**config.mk**
```make
export PLATFORM = sky130hd
export DESIGN_NAME = cmc_mode_ctrl
export DESIGN_NICKNAME = d
export VERILOG_FILES = /design/src/pkg/cmc_pkg.sv /design/src/pkg/cmc_mon_if.sv /design/src/design/cmc_bus_monitor.sv /design/src/design/cmc_mode_ctrl.sv
export VERILOG_INCLUDE_DIRS = /design/src /design/src/pkg
export SDC_FILE = /design/constraint.sdc
export NUM_CORES = 1
export LEC_CHECK = 0
export ABC_AREA = 1
export BUFFER_PORTS_ARGS = -buffer_cell sky130_fd_sc_hd__buf_2
export CORE_ASPECT_RATIO = 2
export CORE_UTILIZATION = 30
export CTS_CLUSTER_SIZE = 20
export DETAILED_ROUTE_END_ITERATION = 16
export GPL_TIMING_DRIVEN = 0
export PLACE_DENSITY = 0.5
export SYNTH_ARGS = -nofsm -noshare
export SYNTH_HDL_FRONTEND = slang
export SYNTH_HIERARCHICAL = 1
export SYNTH_SLANG_ARGS = --single-unit
```
**constraint.sdc**
```tcl
create_clock -name hclk -period 2.34 [get_ports hclk]
set_input_delay 0.468 -clock hclk [delete_from_list [all_inputs] [get_ports hclk]]
set_output_delay 0.468 -clock hclk [all_outputs]
set_load 0.005 [all_outputs]
```
**src/pkg/cmc_cfg.svh**
```systemverilog
// constants of the can mode control block: offsets, bit positions,
// reset values and timing counts
// assumes a 250 MHz hclk and byte-wide registers on word addresses
`ifndef CMC_CFG_SVH
`define CMC_CFG_SVH

// ====================================
// register byte offsets (haddr[7:0])
`define CMC_OFF_CTL0  8'h00
`define CMC_OFF_MODE  8'h04
`define CMC_OFF_BTA   8'h08
`define CMC_OFF_BTB   8'h0C
`define CMC_OFF_ACC   8'h10
`define CMC_OFF_RFLG  8'h14
`define CMC_OFF_RIER  8'h18
`define CMC_OFF_CODE  8'h20
`define CMC_OFF_MASK  8'h40

// ====================================
// first_control_reg bit positions
`define CMC_C0_INIT   0
`define CMC_C0_SLEEP  1
`define CMC_C0_WAKE   2
`define CMC_C0_TIMER  3
`define CMC_C0_SYNC   4
`define CMC_C0_WSTOP  5

// ====================================
// mode_control_reg bit positions
`define CMC_MC_INIT_ACK 0
`define CMC_MC_SLEEP_ACK  1
`define CMC_MC_WFILT  2
`define CMC_MC_BUSOFF_RECOVERY_POLICY   3
`define CMC_MC_LISTEN 4
`define CMC_MC_LOOP   5
`define CMC_MC_CLK    6
`define CMC_MC_ENA    7

// ====================================
// flag and irq enable bit positions
`define CMC_RF_WAKE   7
`define CMC_RF_RST_HI 5
`define CMC_RF_TST_HI 3
`define CMC_RI_WAKE   7

// ====================================
// reset values
`define CMC_RST_BYTE  8'h00
`define CMC_RST_INIT  1'b1

// ====================================
// timing
`define CMC_CLK_MHZ     250
`define CMC_WUP_NS      2000
`define CMC_WUP_CYC     ((`CMC_WUP_NS * `CMC_CLK_MHZ + 999) / 1000)
`define CMC_IDLE_BITS   11
`define CMC_BUSOFF_RUNS 128

`endif

```
**src/pkg/cmc_pkg.sv**
```systemverilog
// types shared by the can mode control block
// assumes cmc_cfg.svh holds all numeric constants
package cmc_pkg;
  typedef logic [7:0]  cmc_byte_t;
  typedef logic [31:0] cmc_word_t;
  // controller operating mode; acks are decoded from it
  typedef enum logic [1:0] {
    CMC_RUN,
    CMC_INIT,
    CMC_SLEEP
  } cmc_mode_t;
endpackage

```
**src/pkg/cmc_mon_if.sv**
```systemverilog
// link between mode control and the bus monitor
// assumes both ends run on hclk
`timescale 1ns/1ps
`default_nettype none
interface cmc_mon_if;
  logic restart;     // hold resync counter in reset while init is requested
  logic bus_off;     // protocol engine is bus-off
  logic rx_bit;      // receive stream as the engine sees it
  logic bit_tick;    // one pulse per sampled bit
  logic bus_rx;      // raw receive pin for wake detection
  logic wake_arm;    // sleeping with wake enabled
  logic filter_mode; // 1 = require long dominant pulse
  logic synced;      // resynchronised to the bus
  logic wake_hit;    // one-cycle wake event
  modport ctl (output restart, bus_off, rx_bit, bit_tick, bus_rx,
               wake_arm, filter_mode, input synced, wake_hit);
  modport mon (input restart, bus_off, rx_bit, bit_tick, bus_rx,
               wake_arm, filter_mode, output synced, wake_hit);
endinterface
`default_nettype wire

```
**src/design/cmc_bus_monitor.sv**
```systemverilog
// bus monitor: recessive-run resync counter and wake-up filter
// assumes bit_tick comes from the bit timing logic on hclk
`include "cmc_cfg.svh"
`timescale 1ns/1ps
`default_nettype none
module cmc_bus_monitor (
  input  wire logic hclk,
  input  wire logic hresetn,
  cmc_mon_if.mon    mon
);
  import cmc_pkg::*;

  localparam logic [3:0]  RUN_LAST = 4'(`CMC_IDLE_BITS - 1);
  localparam logic [6:0]  OCC_LAST = 7'(`CMC_BUSOFF_RUNS - 1);
  localparam logic [9:0]  WUP_LAST = 10'(`CMC_WUP_CYC - 1);

  logic [3:0] run_reg;  // consecutive recessive bits seen
  logic [6:0] occ_reg;  // completed runs while bus-off
  logic       sync_reg; // resynchronised
  logic [9:0] dom_reg;  // dominant cycles while armed
  wire        run_done = mon.bit_tick && mon.rx_bit && run_reg == RUN_LAST;
  wire        dominant = mon.wake_arm && !mon.bus_rx;

  // ====================================
  // resync after idle runs
  always_ff @(posedge hclk or negedge hresetn) begin
    if (!hresetn) begin
      run_reg  <= '0;
      occ_reg  <= '0;
      sync_reg <= 1'b0;
    end else if (mon.restart || sync_reg) begin
      run_reg  <= '0;
      occ_reg  <= '0;
      sync_reg <= sync_reg && !mon.restart;
    end else if (mon.bit_tick && !mon.rx_bit) begin
      run_reg  <= '0;                  // dominant bit breaks the run
    end else if (run_done) begin
      run_reg  <= '0;
      // bus-off needs many runs before joining again
      sync_reg <= !mon.bus_off || occ_reg == OCC_LAST;
      occ_reg  <= occ_reg + 7'd1;
    end else if (mon.bit_tick) begin
      run_reg  <= run_reg + 4'd1;
    end
  end

  // ====================================
  // wake filter: counts dominant hclk cycles while armed
  always_ff @(posedge hclk or negedge hresetn) begin
    if (!hresetn) begin
      dom_reg <= '0;
    end else if (!dominant) begin
      dom_reg <= '0;
    end else if (dom_reg != WUP_LAST) begin
      dom_reg <= dom_reg + 10'd1;
    end
  end

  assign mon.synced   = sync_reg;
  // unfiltered wakes on any dominant level, filtered needs the min time
  assign mon.wake_hit = dominant && (!mon.filter_mode || dom_reg == WUP_LAST);
endmodule
`default_nettype wire

```
**src/design/cmc_mode_ctrl.sv**
```systemverilog
// can mode control: mode handshakes, write protection, tx pin safety,
// loopback/listen steering and an ahb-lite register slave
// assumes a protocol engine and bit timing logic beside it on hclk
`include "cmc_cfg.svh"
`timescale 1ns/1ps
`default_nettype none

module cmc_mode_ctrl (
  input  wire logic             hclk,
  input  wire logic             hresetn,
  // ahb-lite slave
  input  wire logic             hsel,
  input  wire cmc_pkg::cmc_word_t haddr,
  input  wire logic [1:0]       htrans,
  input  wire logic             hwrite,
  input  wire logic [2:0]       hsize,
  input  wire logic             hready,
  input  wire cmc_pkg::cmc_word_t hwdata,
  output var  cmc_pkg::cmc_word_t hrdata,
  output logic                  hreadyout,
  output logic                  hresp,
  // system and engine status
  input  wire logic             cpu_stop,
  input  wire logic             cpu_wait,
  input  wire logic             special_mode,
  input  wire logic             rx_frame_busy,
  input  wire logic             tx_buffers_empty,
  input  wire logic             engine_tx_bit,
  input  wire logic             bit_tick,
  input  wire logic             bus_off,
  input  wire logic [1:0]       tx_error_state,
  input  wire logic [1:0]       rx_error_state,
  // bus pins
  input  wire logic             bus_rx_pin,
  output logic                  bus_tx_pin,
  // engine steering
  output logic                  engine_rx_bit,
  output logic                  engine_abort,
  output logic                  tx_inhibit,
  output logic                  ignore_ack_slot,
  output logic                  suppress_ack_error,
  output logic                  freeze_error_counters,
  output logic                  bus_synced,
  output logic                  controller_enable,
  output logic                  clock_source_select,
  output logic                  busoff_recovery_policy,
  output logic                  timer_enable,
  output var  cmc_pkg::cmc_byte_t bit_timing_a,
  output var  cmc_pkg::cmc_byte_t bit_timing_b,
  output var  cmc_pkg::cmc_byte_t acceptance_control,
  output logic [63:0]           acceptance_codes,
  output logic [63:0]           acceptance_masks
);
  import cmc_pkg::*;

  // ====================================
  // address helpers
  // true when a byte address hits a register offset
  function automatic logic hit(input logic [7:0] a, input logic [7:0] off);
    hit = (a == off);
  endfunction

  // true when a byte address falls in an 8-word bank
  function automatic logic in_bank(input logic [7:0] a, input logic [7:0] base);
    in_bank = (a[7:5] == base[7:5]);
  endfunction

  // ====================================
  // state
  cmc_mode_t mode_reg;          // run, init or sleep
  cmc_mode_t mode_next;         // next mode
  logic      init_req_reg;      // init request bit
  logic      sleep_req_reg;     // sleep request bit
  logic      wake_en_reg;       // wake enable
  logic      wstop_reg;         // stop controller in wait
  logic      timer_reg;         // timestamp timer enable
  logic      ena_reg;           // controller enable
  logic      ena_lock_reg;      // enable already written once
  logic      clk_sel_reg;       // clock source select
  logic      loop_reg;          // loopback self test
  logic      listen_reg;        // monitor only
  logic      busoff_recovery_policy_reg;          // bus-off recovery policy
  logic      wfilt_reg;         // wake filter mode
  logic      wake_flag_reg;     // sticky wake flag
  logic      wake_ie_reg;       // wake irq enable
  cmc_byte_t bta_reg;           // bit timing a
  cmc_byte_t btb_reg;           // bit timing b
  cmc_byte_t acc_reg;           // acceptance control
  cmc_byte_t code_reg [0:7];    // acceptance codes
  cmc_byte_t mask_reg [0:7];    // acceptance masks

  // bus slave state
  logic      wr_pend_reg;       // write data phase
  logic      rd_pend_reg;       // read wait cycle
  logic [7:0] ap_addr_reg;      // latched address
  cmc_byte_t hrdata_reg;        // read data flop
  cmc_byte_t rd_byte;           // read mux

  cmc_mon_if mon_if ();

  // ====================================
  // mode decode
  wire init_mode  = (mode_reg == CMC_INIT) && init_req_reg;
  wire sleep_mode = (mode_reg == CMC_SLEEP) && sleep_req_reg;
  wire init_ack   = (mode_reg == CMC_INIT);
  wire sleep_ack  = (mode_reg == CMC_SLEEP);
  wire bus_idle   = !rx_frame_busy && tx_buffers_empty;
  // hold starts on the entry edge so that no read in init sees stale bits
  wire c0_hold    = init_ack || (mode_next == CMC_INIT);
  wire wake_hit   = mon_if.wake_hit;

  // ====================================
  // bus decode
  wire       take   = hsel && hready && htrans[1];
  wire [7:0] wdata  = hwdata[7:0];
  wire       wr_c0  = wr_pend_reg && hit(ap_addr_reg, `CMC_OFF_CTL0);
  wire       wr_mc  = wr_pend_reg && hit(ap_addr_reg, `CMC_OFF_MODE);
  wire       wr_bta = wr_pend_reg && hit(ap_addr_reg, `CMC_OFF_BTA);
  wire       wr_btb = wr_pend_reg && hit(ap_addr_reg, `CMC_OFF_BTB);
  wire       wr_acc = wr_pend_reg && hit(ap_addr_reg, `CMC_OFF_ACC);
  wire       wr_rf  = wr_pend_reg && hit(ap_addr_reg, `CMC_OFF_RFLG);
  wire       wr_ri  = wr_pend_reg && hit(ap_addr_reg, `CMC_OFF_RIER);
  wire       wr_cd  = wr_pend_reg && in_bank(ap_addr_reg, `CMC_OFF_CODE);
  wire       wr_mk  = wr_pend_reg && in_bank(ap_addr_reg, `CMC_OFF_MASK);
  wire [2:0] bank_i = ap_addr_reg[4:2];
  // config writes only land in init mode; others are dropped silently
  wire       cfg_ok = init_mode;

  // ====================================
  // mode sequencer
  always_comb begin
    mode_next = mode_reg;
    case (mode_reg)
      CMC_INIT: begin
        if (!init_req_reg) begin
          mode_next = CMC_RUN;
        end
      end
      CMC_RUN: begin
        if (init_req_reg) begin
          mode_next = CMC_INIT;
        end else if (sleep_req_reg && bus_idle) begin
          mode_next = CMC_SLEEP;
        end
      end
      default: begin
        if (init_req_reg) begin
          mode_next = CMC_INIT;
        end else if (!sleep_req_reg || wake_hit) begin
          mode_next = CMC_RUN;
        end
      end
    endcase
  end

  always_ff @(posedge hclk or negedge hresetn) begin
    if (!hresetn) begin
      mode_reg <= CMC_INIT;
    end else begin
      mode_reg <= mode_next;
    end
  end

  // ====================================
  // request bits: clears refused until the mode is reached
  always_ff @(posedge hclk or negedge hresetn) begin
    if (!hresetn) begin
      init_req_reg  <= `CMC_RST_INIT;
      sleep_req_reg <= 1'b0;
    end else begin
      if (wr_c0 && (wdata[`CMC_C0_INIT] || init_mode)) begin
        init_req_reg <= wdata[`CMC_C0_INIT];
      end
      // a set cannot happen while a wake is pending
      if (wr_c0 && wdata[`CMC_C0_SLEEP] && !wake_flag_reg) begin
        sleep_req_reg <= 1'b1;                // set wins over wake clear
      end else if (sleep_mode && wake_hit) begin
        sleep_req_reg <= 1'b0;
      end else if (wr_c0 && !wdata[`CMC_C0_SLEEP] && sleep_mode) begin
        sleep_req_reg <= 1'b0;
      end
    end
  end

  // ====================================
  // other first-control bits; held at reset in init except wake enable
  always_ff @(posedge hclk or negedge hresetn) begin
    if (!hresetn) begin
      wake_en_reg <= 1'b0;
      wstop_reg   <= 1'b0;
      timer_reg   <= 1'b0;
    end else if (c0_hold) begin
      wstop_reg   <= 1'b0;
      timer_reg   <= 1'b0;
      if (wr_c0) begin
        wake_en_reg <= wdata[`CMC_C0_WAKE];
      end
    end else if (wr_c0) begin
      wake_en_reg <= wdata[`CMC_C0_WAKE];
      wstop_reg   <= wdata[`CMC_C0_WSTOP];
      timer_reg   <= wdata[`CMC_C0_TIMER];
    end
  end

  // ====================================
  // mode control register, writable in init only
  always_ff @(posedge hclk or negedge hresetn) begin
    if (!hresetn) begin
      clk_sel_reg <= 1'b0;
      loop_reg    <= 1'b0;
      listen_reg  <= 1'b0;
      busoff_recovery_policy_reg    <= 1'b0;
      wfilt_reg   <= 1'b0;
    end else if (wr_mc && cfg_ok) begin
      clk_sel_reg <= wdata[`CMC_MC_CLK];
      loop_reg    <= wdata[`CMC_MC_LOOP];
      listen_reg  <= wdata[`CMC_MC_LISTEN];
      busoff_recovery_policy_reg    <= wdata[`CMC_MC_BUSOFF_RECOVERY_POLICY];
      wfilt_reg   <= wdata[`CMC_MC_WFILT];
    end
  end

  // enable: once in normal system mode, freely in special mode
  always_ff @(posedge hclk or negedge hresetn) begin
    if (!hresetn) begin
      ena_reg      <= 1'b0;
      ena_lock_reg <= 1'b0;
    end else if (wr_mc && cfg_ok && (special_mode || !ena_lock_reg)) begin
      ena_reg      <= wdata[`CMC_MC_ENA];
      ena_lock_reg <= !special_mode;
    end
  end

  // ====================================
  // timing and acceptance registers
  always_ff @(posedge hclk or negedge hresetn) begin
    if (!hresetn) begin
      bta_reg <= `CMC_RST_BYTE;
      btb_reg <= `CMC_RST_BYTE;
      acc_reg <= `CMC_RST_BYTE;
    end else if (cfg_ok) begin
      if (wr_bta) begin
        bta_reg <= wdata;
      end
      if (wr_btb) begin
        btb_reg <= wdata;
      end
      if (wr_acc) begin
        acc_reg <= wdata;
      end
    end
  end

  // acceptance banks; no reset needed beyond a known start
  always_ff @(posedge hclk or negedge hresetn) begin
    if (!hresetn) begin
      for (int i = 0; i < 8; i++) begin
        code_reg[i] <= `CMC_RST_BYTE;
        mask_reg[i] <= `CMC_RST_BYTE;
      end
    end else if (cfg_ok) begin
      if (wr_cd) begin
        code_reg[bank_i] <= wdata;
      end
      if (wr_mk) begin
        mask_reg[bank_i] <= wdata;
      end
    end
  end

  // ====================================
  // wake flag and irq enable; reset while init, error fields live
  always_ff @(posedge hclk or negedge hresetn) begin
    if (!hresetn) begin
      wake_flag_reg <= 1'b0;
      wake_ie_reg   <= 1'b0;
    end else if (init_mode) begin
      wake_flag_reg <= 1'b0;
      wake_ie_reg   <= 1'b0;
    end else begin
      // a wake in the clearing cycle is kept
      if (wake_hit) begin
        wake_flag_reg <= 1'b1;
      end else if (wr_rf && wdata[`CMC_RF_WAKE]) begin
        wake_flag_reg <= 1'b0;
      end
      if (wr_ri) begin
        wake_ie_reg <= wdata[`CMC_RI_WAKE];
      end
    end
  end

  // ====================================
  // read mux
  always_comb begin
    rd_byte = `CMC_RST_BYTE;
    if (hit(ap_addr_reg, `CMC_OFF_CTL0)) begin
      rd_byte[`CMC_C0_INIT]  = init_req_reg;
      rd_byte[`CMC_C0_SLEEP] = sleep_req_reg;
      rd_byte[`CMC_C0_WAKE]  = wake_en_reg;
      rd_byte[`CMC_C0_TIMER] = timer_reg;
      rd_byte[`CMC_C0_SYNC]  = mon_if.synced;
      rd_byte[`CMC_C0_WSTOP] = wstop_reg;
    end else if (hit(ap_addr_reg, `CMC_OFF_MODE)) begin
      rd_byte = {ena_reg, clk_sel_reg, loop_reg, listen_reg,
                 busoff_recovery_policy_reg, wfilt_reg, sleep_ack, init_ack};
    end else if (hit(ap_addr_reg, `CMC_OFF_BTA)) begin
      rd_byte = bta_reg;
    end else if (hit(ap_addr_reg, `CMC_OFF_BTB)) begin
      rd_byte = btb_reg;
    end else if (hit(ap_addr_reg, `CMC_OFF_ACC)) begin
      rd_byte = acc_reg;
    end else if (hit(ap_addr_reg, `CMC_OFF_RFLG)) begin
      rd_byte[`CMC_RF_WAKE] = wake_flag_reg;
      rd_byte[`CMC_RF_RST_HI -: 2] = rx_error_state;
      rd_byte[`CMC_RF_TST_HI -: 2] = tx_error_state;
    end else if (hit(ap_addr_reg, `CMC_OFF_RIER)) begin
      rd_byte[`CMC_RI_WAKE] = wake_ie_reg;
    end else if (in_bank(ap_addr_reg, `CMC_OFF_CODE)) begin
      rd_byte = code_reg[bank_i];
    end else if (in_bank(ap_addr_reg, `CMC_OFF_MASK)) begin
      rd_byte = mask_reg[bank_i];
    end
  end

  // ====================================
  // ahb-lite slave: writes zero-wait, reads one wait so that a read
  // right after a write still returns the new value
  always_ff @(posedge hclk or negedge hresetn) begin
    if (!hresetn) begin
      wr_pend_reg <= 1'b0;
      rd_pend_reg <= 1'b0;
      ap_addr_reg <= 8'h00;
    end else begin
      wr_pend_reg <= take && hwrite;
      rd_pend_reg <= take && !hwrite;
      if (take) begin
        ap_addr_reg <= haddr[7:0];
      end
    end
  end

  always_ff @(posedge hclk or negedge hresetn) begin
    if (!hresetn) begin
      hrdata_reg <= `CMC_RST_BYTE;
    end else if (rd_pend_reg) begin
      hrdata_reg <= rd_byte;
    end
  end

  assign hrdata    = {24'h00_0000, hrdata_reg};
  assign hreadyout = !rd_pend_reg;
  assign hresp     = 1'b0;

  // ====================================
  // bus monitor
  assign mon_if.restart     = init_req_reg;
  assign mon_if.bus_off     = bus_off;
  assign mon_if.rx_bit      = engine_rx_bit;
  assign mon_if.bit_tick    = bit_tick;
  assign mon_if.bus_rx      = bus_rx_pin;
  assign mon_if.wake_arm    = sleep_mode && wake_en_reg;
  assign mon_if.filter_mode = wfilt_reg;

  cmc_bus_monitor u_mon (
    .hclk    (hclk),
    .hresetn (hresetn),
    .mon     (mon_if)
  );

  // ====================================
  // pin safety: forcing is combinational so it acts in the same cycle
  wire stop_force = cpu_stop || (cpu_wait && wstop_reg);
  wire tx_force   = stop_force || init_req_reg
                 || loop_reg || listen_reg || !ena_reg || sleep_ack;

  assign bus_tx_pin    = tx_force ? 1'b1 : engine_tx_bit;
  assign engine_rx_bit = loop_reg ? engine_tx_bit : bus_rx_pin;

  // ====================================
  // engine steering
  assign engine_abort           = init_req_reg;
  assign tx_inhibit             = listen_reg || init_req_reg;
  assign ignore_ack_slot        = loop_reg;
  assign suppress_ack_error     = listen_reg;
  assign freeze_error_counters  = listen_reg;
  assign bus_synced             = mon_if.synced;
  assign controller_enable      = ena_reg;
  assign clock_source_select    = clk_sel_reg;
  assign busoff_recovery_policy = busoff_recovery_policy_reg;
  assign timer_enable           = timer_reg;
  assign bit_timing_a           = bta_reg;
  assign bit_timing_b           = btb_reg;
  assign acceptance_control     = acc_reg;

  // pack acceptance banks, bank 0 in the low byte
  always_comb begin
    for (int i = 0; i < 8; i++) begin
      acceptance_codes[i*8 +: 8] = code_reg[i];
      acceptance_masks[i*8 +: 8] = mask_reg[i];
    end
  end

  // hsize is accepted but only whole-word transfers are expected
  wire unused_ok = &{1'b0, hsize, haddr[31:8], hwdata[31:8], wake_ie_reg};
endmodule
`default_nettype wire

```
# Yosys cells after proc, flatten, opt, wreduce, memory -nomap -nowiden
# Index checks and enable logic that the tools add are counted.
# Widths: inputs -> output; s select.
# op_classes
reduce_logical,77
n_lt_le_gt_ge,2
mux,56
bitwise_logic,1
n_addsub,3
eq_ne,17
# ops
operator,n
$bwmux 64,2
$mux 8,11
$bmux 8 s3,2
$logic_and 1x1->1,35
$mux 7,4
$demux 8 s3,1
$eq 8x5->1 const B,3
$mux 1,20
$mux 10,2
$mux 4,5
$eq 8x4->1 const B,2
$logic_not 1->1,14
$logic_or 1x1->1,14
$mux 2,7
$reduce_and 2->1,6
$add 10x1->10 const B,1
$eq 10x9->1 const B,1
$ne 10x9->1 const B,1
$eq 8x3->1 const B,1
$logic_not 8->1,1
$add 7x1->7 const B,1
$eq 7x7->1 const B,1
$mux 6,1
$reduce_bool 2->1,3
other kinds (15),17
# totals
ff_bits,208
input_bits,87
word_cells,198

# Logic depth before layout (Yosys ltp)
# Gate-level depths: netlist of run 1.
# depth
ltp_word,13
depth_mapped,15
mapped_depth_nobuf,13

# Modules after synthesis
# The synthesis of run 1 kept the hierarchy.
# by_module_without_submodules
mod,seq_area_each_um2,cells_each,instances,area_per_inst_um2
cmc_mode_ctrl,4657.0,1074,1,8728.4
cmc_bus_monitor,550.5,162,1,1256.2

# Worst setup path before layout of run 1
# OpenSTA, ideal clock, no wires.
# synth_timing
path_type,flip-flop to flip-flop
from,register mode_reg[0]
to,register mask_reg (netlist bit acceptance_masks[15])
arrival_time_ns,1.789
path_stages_with_launch,11
synth_period_minus_slack_ns,1.922
path_slack_ns,0.418
setup_time_ns,0.133
path_buffers,1
path_cell_list,dfstp_2 -> inv_1 -> nor2_1 -> inv_1 -> nor2_1 -> nand2_1 -> nor4_4 -> nand2_1 -> buf_6 -> nand2_1 -> o21ai_0
# synth_via
elab_chain_cells,3
# synth_rtl
element,line,source
"start, declared",cmc_mode_ctrl.sv:70,cmc_mode_t mode_reg;
"start signal, assigned",cmc_mode_ctrl.sv:160,mode_reg <= mode_next;
$eq 2x1->1,cmc_mode_ctrl.sv:103,wire init_mode = (mode_reg == CMC_INIT) && init_req_reg;
$logic_and 1x1->1,cmc_mode_ctrl.sv:103,
$reduce_and 2->1 (no source line),--,
"end signal, assigned by index",cmc_mode_ctrl.sv:259,mask_reg[i] <= `CMC_RST_BYTE;
"end signal, assigned by index",cmc_mode_ctrl.sv:266,mask_reg[bank_i] <= wdata;
"end, declared",cmc_mode_ctrl.sv:90,cmc_byte_t mask_reg [0:7];
# Every way passes these cells.
# A chain may end at the register's enable or synchronous reset.

# Worst setup path after layout of run 1
# layout_timing
from,register ap_addr_reg[3]
to,register hrdata_reg[6]
# layout_via
elab_chain_cells,13
elab_cells_between_ends,23
classes_between,eq/ne (6); mux (15); bitwise (1); reduce/logical (1)
# layout_rtl
element,line,source
"start, declared",cmc_mode_ctrl.sv:95,logic [7:0] ap_addr_reg;
"start signal, assigned",cmc_mode_ctrl.sv:338,ap_addr_reg <= haddr[7:0];
$not 3->4 (implied by the code),"cmc_mode_ctrl.sv:320, cmc_mode_ctrl.sv:322",
$bmux 8 s3,cmc_mode_ctrl.sv:322,rd_byte = mask_reg[bank_i];
$mux 8 (implied by the code) (2 in series),cmc_mode_ctrl.sv:322,
$mux 8,cmc_mode_ctrl.sv:321,"end else if (in_bank(ap_addr_reg, `CMC_OFF_MASK)) begin"
$mux 8,cmc_mode_ctrl.sv:319,"end else if (in_bank(ap_addr_reg, `CMC_OFF_CODE)) begin"
$mux 7,cmc_mode_ctrl.sv:317,"end else if (hit(ap_addr_reg, `CMC_OFF_RIER)) begin"
$mux 1,cmc_mode_ctrl.sv:313,"end else if (hit(ap_addr_reg, `CMC_OFF_RFLG)) begin"
$mux 8,cmc_mode_ctrl.sv:311,"end else if (hit(ap_addr_reg, `CMC_OFF_ACC)) begin"
$mux 8,cmc_mode_ctrl.sv:309,"end else if (hit(ap_addr_reg, `CMC_OFF_BTB)) begin"
$mux 8,cmc_mode_ctrl.sv:307,"end else if (hit(ap_addr_reg, `CMC_OFF_BTA)) begin"
$mux 8,cmc_mode_ctrl.sv:304,"end else if (hit(ap_addr_reg, `CMC_OFF_MODE)) begin"
$mux 2 *,cmc_mode_ctrl.sv:297,"if (hit(ap_addr_reg, `CMC_OFF_CTL0)) begin"
"end signal, assigned",cmc_mode_ctrl.sv:345,hrdata_reg <= `CMC_RST_BYTE;
"end signal, assigned",cmc_mode_ctrl.sv:347,hrdata_reg <= rd_byte;
"end, declared",cmc_mode_ctrl.sv:96,cmc_byte_t hrdata_reg;
# Mark *: on every way between the ends. The rest lies on a longest branch, timed or not. The select of a mux whose other input is x is not followed.

==> results of run 1 <==
-- worst paths after layout --
path	start	endpoint	slack, ps	cells after the start
setup / recovery	ap_addr_reg[3]	hrdata_reg[6]	40	10
hold / removal	hresetn	hrdata_reg[2]	-40	1
setup reg to reg	ap_addr_reg[3]	hrdata_reg[6]	40	10
hold reg to reg	hrdata_reg[7]	hrdata_reg[7]	490	2
max in group asynchronous	hresetn	acceptance_codes[35]	1250	2
min in group hclk	hwrite	rd_pend_reg	130	2
-- power groups by stage --
stage / combinational, mW / sequential [mW] / clock (mW)
global route: 1.59 / 4.01 / 3.97
detailed placement: 1.42 / 4.06 / 0
floorplan: 0.721 / 4.01 / 0
finish: 1.44 / 3.99 / 3.79
CTS: 1.43 / 3.99 / 3.84
global placement: 1.40 / 4.06 / 0
-- stage by stage --
step	setup TNS, ps	setup slack (ps)	total power [mW]	cell area [µm²]	hold WS [ps]
5_1_grt	-552	-53.8	9.56	12600	51.3
3_5_place_dp	-7000	-178	5.47	11700	483
6_report	0	41.3	9.22	12600	-37.1
4_1_cts	0	4.96	9.26	12500	13.2
3_3_place_gp	-621340	-3010	5.45	11700	465
2_1_floorplan	0	418	4.73	10100	172
-- layer usage --
metal,up-vias,wire length (µm)
li1,4475,-
met3,104,1840
met5,-,9
met2,313,21300
met1,4495,13400
met4,2,2850
-- cells in the mapped netlist (2+ instances only) --
cell type,instances,area (µm²)
clkbuf_8,7,96.3
or2_2,6,37.5
nor2_1,126,473
buf_2,4,20.0
buf_6,8,90.1
buf_4,27,203
a21oi_1,42,210
dfrtp_1,206,5150
dfstp_2,2,52.6
nor3_1,5,25.0
nor4_1,2,12.5
nand3_2,2,20.0
nand2_1,386,1450
mux2_2,3,33.8
o2111ai_1,3,26.3
o22ai_1,3,18.8
nand3_1,54,270
nor2_4,5,56.3
a22oi_1,2,15.0
o21ai_2,2,17.5
o21ai_0,173,866
o21ai_1,4,20.0
nand3b_1,3,22.5
ha_1,4,50.1
nand4_1,25,156
clkbuf_1,38,143
inv_2,3,11.3
nor2_2,7,43.8
inv_1,72,270
-- layout by cell type, fill, tap and decap left out, drive strengths merged --
master / synthesis / final
a21oi: 42 / 42
a22oi: 2 / 2
buf: 40 / 254
bufinv: 0 / 4
clkbuf: 45 / 73
clkinv: 0 / 3
clkinvlp: 0 / 1
conb: 1 / 25
dfrtp: 206 / 206
dfstp: 2 / 2
ha: 4 / 4
inv: 76 / 76
mux2: 3 / 3
nand2: 388 / 388
nand3: 56 / 56
nand3b: 3 / 3
nand4: 25 / 25
nor2: 139 / 139
nor3: 6 / 6
nor4: 3 / 3
o2111ai: 3 / 3
o211ai: 1 / 1
o21ai: 179 / 179
o221ai: 1 / 1
o22ai: 3 / 3
or2: 7 / 7
xor2: 1 / 1
-- timing repair --
action / CTS / global route
buffers inserted: 2 / 4
pin swaps: 1 / 3
endpoints found under the setup margin: 111 / 164
gates resized for setup: 13 / 33
-- kinds of logic (layout without fill, tap and decap cells) --
logic type / Yosys count / count (layout) / share of synthesized area
compound gates: 231 / 231 / 0.119
flops: 208 / 208 / 0.522
fa+ha+maj: 4 / 4 / 0.00501
xor+xnor: 1 / 1 / 0.000877
other cells: 1 / 25 / 0.000376
mux: 3 / 3 / 0.00338
buf+inv: 161 / 411 / 0.0845
simple gates: 627 / 627 / 0.265
-- layout make-up --
cell class	instances	area, µm²
well taps	432	541
fillers	3429	20200
inverters	76	288
repair buffers	214	1130
plain buffers	84	563
clock buffers	29	616
clock inverters	8	143
multi-input cells	891	4110
flip-flops and latches	208	5210
==> run_results.csv, run 1 <==
group,metric,value,unit
outcome,outcome,"finished with violations",
outcome,violations,"negative hold slack",
cts,clock-sinks,208,
cts,ctsHoldBuffers,0,
setup_path,arrival,2710,ps
setup_path,slowest_delay,510,ps
timing,period_needed,2300,ps
route,vias,9389,
power_and_ir_drop,combPwrFrac,0.156,
timing,fin_crit_sh,0.982,
job,max-cap-violations,0,
timing,hold_viol,18,
global_route,grt_max_degree,115,
global_route,grt_pass1_wl,57.6,mm
power_and_ir_drop,netSwitchingFraction,0.288,
timing,holdWs,-37.1,ps
placement,dp_hpwl,30.4,mm
power_and_ir_drop,pwr-share-clk,0.411,
layout,layout-drive-gt1-share,0.241,
cts,htree_num_levels,1,
power_and_ir_drop,intPower,6.56,mW
layout,fin_nets,1587,
setup_path,crit_path_start_kind,"register",
global_route,grt_overflow_total,0,
layout,fin_util,0.384,
route,firstDrtPassIters,5,
placement,place.gp.congestion,0.919,
floorplanning,die_x,131,µm
power_and_ir_drop,ir_drop,0.474,mV
global_route,grt_busiest_layer,"met2",
cts,worstSkewPairLatency,520,ps
timing,slew_headroom,0.382,
setup_path,crit_chain,"clkbuf_1 > nor2_2 > a22oi_1 > nand4_1 > nand3_1 > nand2_1 > nand2_1 > nand4_1 > nand2_1 > nand2_1",
timing,finClkSkew,12.7,ps
timing,slew_violations,0,
power_and_ir_drop,p_per_area,732,nW/µm²
synth,ys_types,41,
synth,ys_seq_area_frac,0.522,
global_route,grt.met2_usage,0.437,
synth,synth_edf_count,0,
global_route,grtUsageTotal,0.236,
setup_path,cp_slowest_cell,"dfrtp_1",
floorplanning,die_height,260,µm
timing,setup-violations-final,0,
timing,fmax,435,MHz
power_and_ir_drop,leakage,6.15,nW
floorplanning,die-area,34100,µm²
setup_path,critPathCaptureType,"register",
synth,ys_seq_elements,208,
setup_path,path_class,"register to register",
route,wl,39.4,mm
global_route,grt_pass1_vias,9178,
setup_path,path_buf_inv,1,
route,vias_per_cell,4.83,
hold_path,hp-class,"primary input to asynchronous set/reset pin",
synth,ys_warn_count,6,
power_and_ir_drop,p_switching,2.66,mW
global_route,use_met3,0.0331,
placement,dpl.cell_count,1900,
timing,tightest_slew,927,ps
floorplanning,io_pins,285,
synth,syn-mean-instance-area,8.08,µm²
route,drc,0,
synth,synthArstFlopShare,1.00,
layout,final_cells,1942,
layout,areaGrowthSynthToFinish,26.2,%
timing,rsz0062_at_grt,"true",
floorplanning,core-area,32800,µm²
global_route,antenna_found_initial,1,
route,wl_per_cell,20.3,µm
route,final_antenna_net_count,0,
cts,cts.clk_slew.worst_paths,70,ps
synth,synth_ff_type,"dfrtp_1",
setup_path,worst-endpoint-required,2750,ps
floorplanning,start_util,0.304,
placement,port_buffers,207,
global_route,grt_util_met1,0.239,
setup_path,critPathTopFamily,"simple AND/OR/NAND/NOR gates",
synth,synth_cells,1236,
cts,root_buffer,"clkbuf_16",
cts,max-clock-path-buffers,3,
floorplanning,rows,94,
cts,cts_inserted_buffers,21,
synth,syn_area,9980,µm²
route,drtIter0Drc,629,
power_and_ir_drop,seqPwrFrac,0.433,
setup_path,crit_path_frequent_cell,"nand2_1",
setup_path,cp_max_fo,10,
cts,cts_tree,"yes",
layout,num_antenna_cells,0,
Note: power is estimated with default switching activity, not from simulation.
==> run 2: changes to the inputs <==
Clock period 2.34 ns to 2.4 ns, I/O delays scaled along.
==> run_results.csv, run 2 (synthesis results as in run 1) <==
group,metric,value,unit
timing,hold_viol,8,
global_route,antenna_found_initial,1,
global_route,grtUsageTotal,0.236,
global_route,grt_max_degree,115,
outcome,outcome,"finished with violations",
floorplanning,die_height,260,µm
setup_path,cp_max_fo,10,
floorplanning,core-area,32800,µm²
global_route,grt_pass1_vias,9184,
layout,areaGrowthSynthToFinish,25.9,%
power_and_ir_drop,seqPwrFrac,0.433,
cts,clock-sinks,208,
placement,placed_area,11700,µm²
route,vias,9367,
setup_path,critPathCaptureType,"register",
power_and_ir_drop,leakage,6.14,nW
timing,slew_violations,0,
cts,worstSkewPairLatency,520,ps
route,drc,0,
power_and_ir_drop,intPower,6.40,mW
floorplanning,start_util,0.304,
timing,finClkSkew,12.5,ps
route,wl_per_cell,20.2,µm
cts,max-clock-path-buffers,3,
cts,cts_tree,"yes",
global_route,grt_pass1_wl,57.6,mm
timing,fin_crit_sh,0.959,
floorplanning,rows,94,
setup_path,arrival,2710,ps
placement,place.gp.congestion,0.919,
cts,root_buffer,"clkbuf_16",
placement,dp_hpwl,30.4,mm
layout,num_antenna_cells,0,
cts,ctsHoldBuffers,0,
cts,cts_inserted_buffers,21,
layout,fin_area,12600,µm²
power_and_ir_drop,pwr-share-clk,0.411,
setup_path,path_class,"register to register",
power_and_ir_drop,netSwitchingFraction,0.288,
cts,cts.clk_slew.worst_paths,60,ps
timing,tightest_slew,972,ps
job,max-cap-violations,0,
setup_path,ff2ff_path_depth,9,
floorplanning,io_pins,285,
setup_path,crit_path_start_kind,"register",
power_and_ir_drop,combPwrFrac,0.156,
outcome,violations,"negative hold slack",
timing,holdWs,-32.4,ps
global_route,grt_overflow_total,0,
timing,fmax,435,MHz
power_and_ir_drop,ir_drop,0.457,mV
route,final_antenna_net_count,0,
floorplanning,die-area,34100,µm²
route,vias_per_cell,4.83,
placement,port_buffers,207,
placement,place_ws,-118,ps
power_and_ir_drop,p_per_area,715,nW/µm²
floorplanning,die_x,131,µm
timing,setup-violations-final,0,
setup_path,worst-endpoint-required,2810,ps
hold_path,hp-class,"primary input to asynchronous set/reset pin",
layout,layout-drive-gt1-share,0.237,
setup_path,r2r_setup_slack,100,ps
route,drtIter0Drc,591,
timing,rsz0062_at_grt,"false",
placement,dpl.cell_count,1900,
cts,htree_num_levels,1,
timing,slew_headroom,0.352,
power_and_ir_drop,p_switching,2.58,mW
timing,period_needed,2300,ps
layout,final_cells,1941,
layout,final_cell_mix,"368 x nand2_1, 210 x buf_2, 206 x dfrtp_1",
route,wl,39.3,mm
timing,fin_ws,99.5,ps
layout,n_fill_cell,3432,
route,firstDrtPassIters,5,
layout,fin_nets,1586,
layout,final_common_cell,"nand2_1",
==> run 2: changes by cell type in the layout (fill, tap and decap cells not counted), sizes merged <==
| cell | delta |
|---|---|
| clkbuf | +1 |
| buf | -2 |
==> run 2: routing by layer <==
| metal | track usage | up-vias | part of all wire |
|---|---|---|---|
| met5 | 0 | - | 0.00023 |
| met4 | 0.158 | 2 | 0.072 |
| met3 | 0.0327 | 108 | 0.045 |
| met2 | 0.436 | 299 | 0.54 |
| met1 | 0.239 | 4493 | 0.34 |
| li1 | - | 4465 | - |
==> run 2: final cells by class <==
cell class              instances  area, µm²  area share
plain buffers                  85        562      0.0447
inverters                      76        288      0.0229
repair buffers                212       1110      0.0881
multi-input cells             891       4100       0.327
well taps                     432        541      0.0430
clock inverters                 8        143      0.0114
flip-flops and latches        208       5210       0.414
clock buffers                  29        616      0.0490
==> run 2: worst paths after layout <==
kind                                start                   end
min                               hresetn         hrdata_reg[2]
max in group asynchronous         hresetn  acceptance_codes[44]
max reg2reg                ap_addr_reg[3]         hrdata_reg[6]
min reg2reg                 hrdata_reg[7]         hrdata_reg[7]
min in group hclk                  hwrite           rd_pend_reg
max                        ap_addr_reg[3]         hrdata_reg[6]
==> run 2: critical path: stages, from the launching register on <==
cell	delay [ps]
dfrtp_1	480
inv_1	170
clkbuf_1	520
o21ai_0	220
o2111ai_1	130
nand3_1	240
nand2_1	200
nand4_1	120
nand2_1	80
nand2_1	40
==> run 2: power groups by stage <==
| stage | Sequential, mW | Combinational (mW) | Clock (mW) |
|---|---|---|---|
| CTS | 3.89 | 1.39 | 3.74 |
| floorplan | 3.91 | 0.703 | 0 |
| global route | 3.91 | 1.55 | 3.87 |
| detailed placement | 3.95 | 1.38 | 0 |
| finish | 3.89 | 1.40 | 3.69 |
| global placement | 3.95 | 1.36 | 0 |
==> run 2: repair_timing <==
item	in CTS	in global routing
gates resized for setup	3	34
buffers inserted	1	3
setup endpoints to repair	77	159
pin swaps	1	2
==> run 2: stage by stage <==
| step | hold slack [ps] | total power, mW | utilization | TNS, ps |
|---|---|---|---|---|
| 6_report | -32.4 | 8.98 | 0.383 | 0 |
| 5_1_grt | 63.3 | 9.32 | 0.383 | 0 |
| 4_1_cts | 25.2 | 9.02 | 0.380 | -45.5 |
| 3_5_place_dp | 483 | 5.34 | 0.356 | -1920 |
| 3_3_place_gp | 465 | 5.32 | 0.355 | -608870 |
| 2_1_floorplan | 184 | 4.61 | - | 0 |
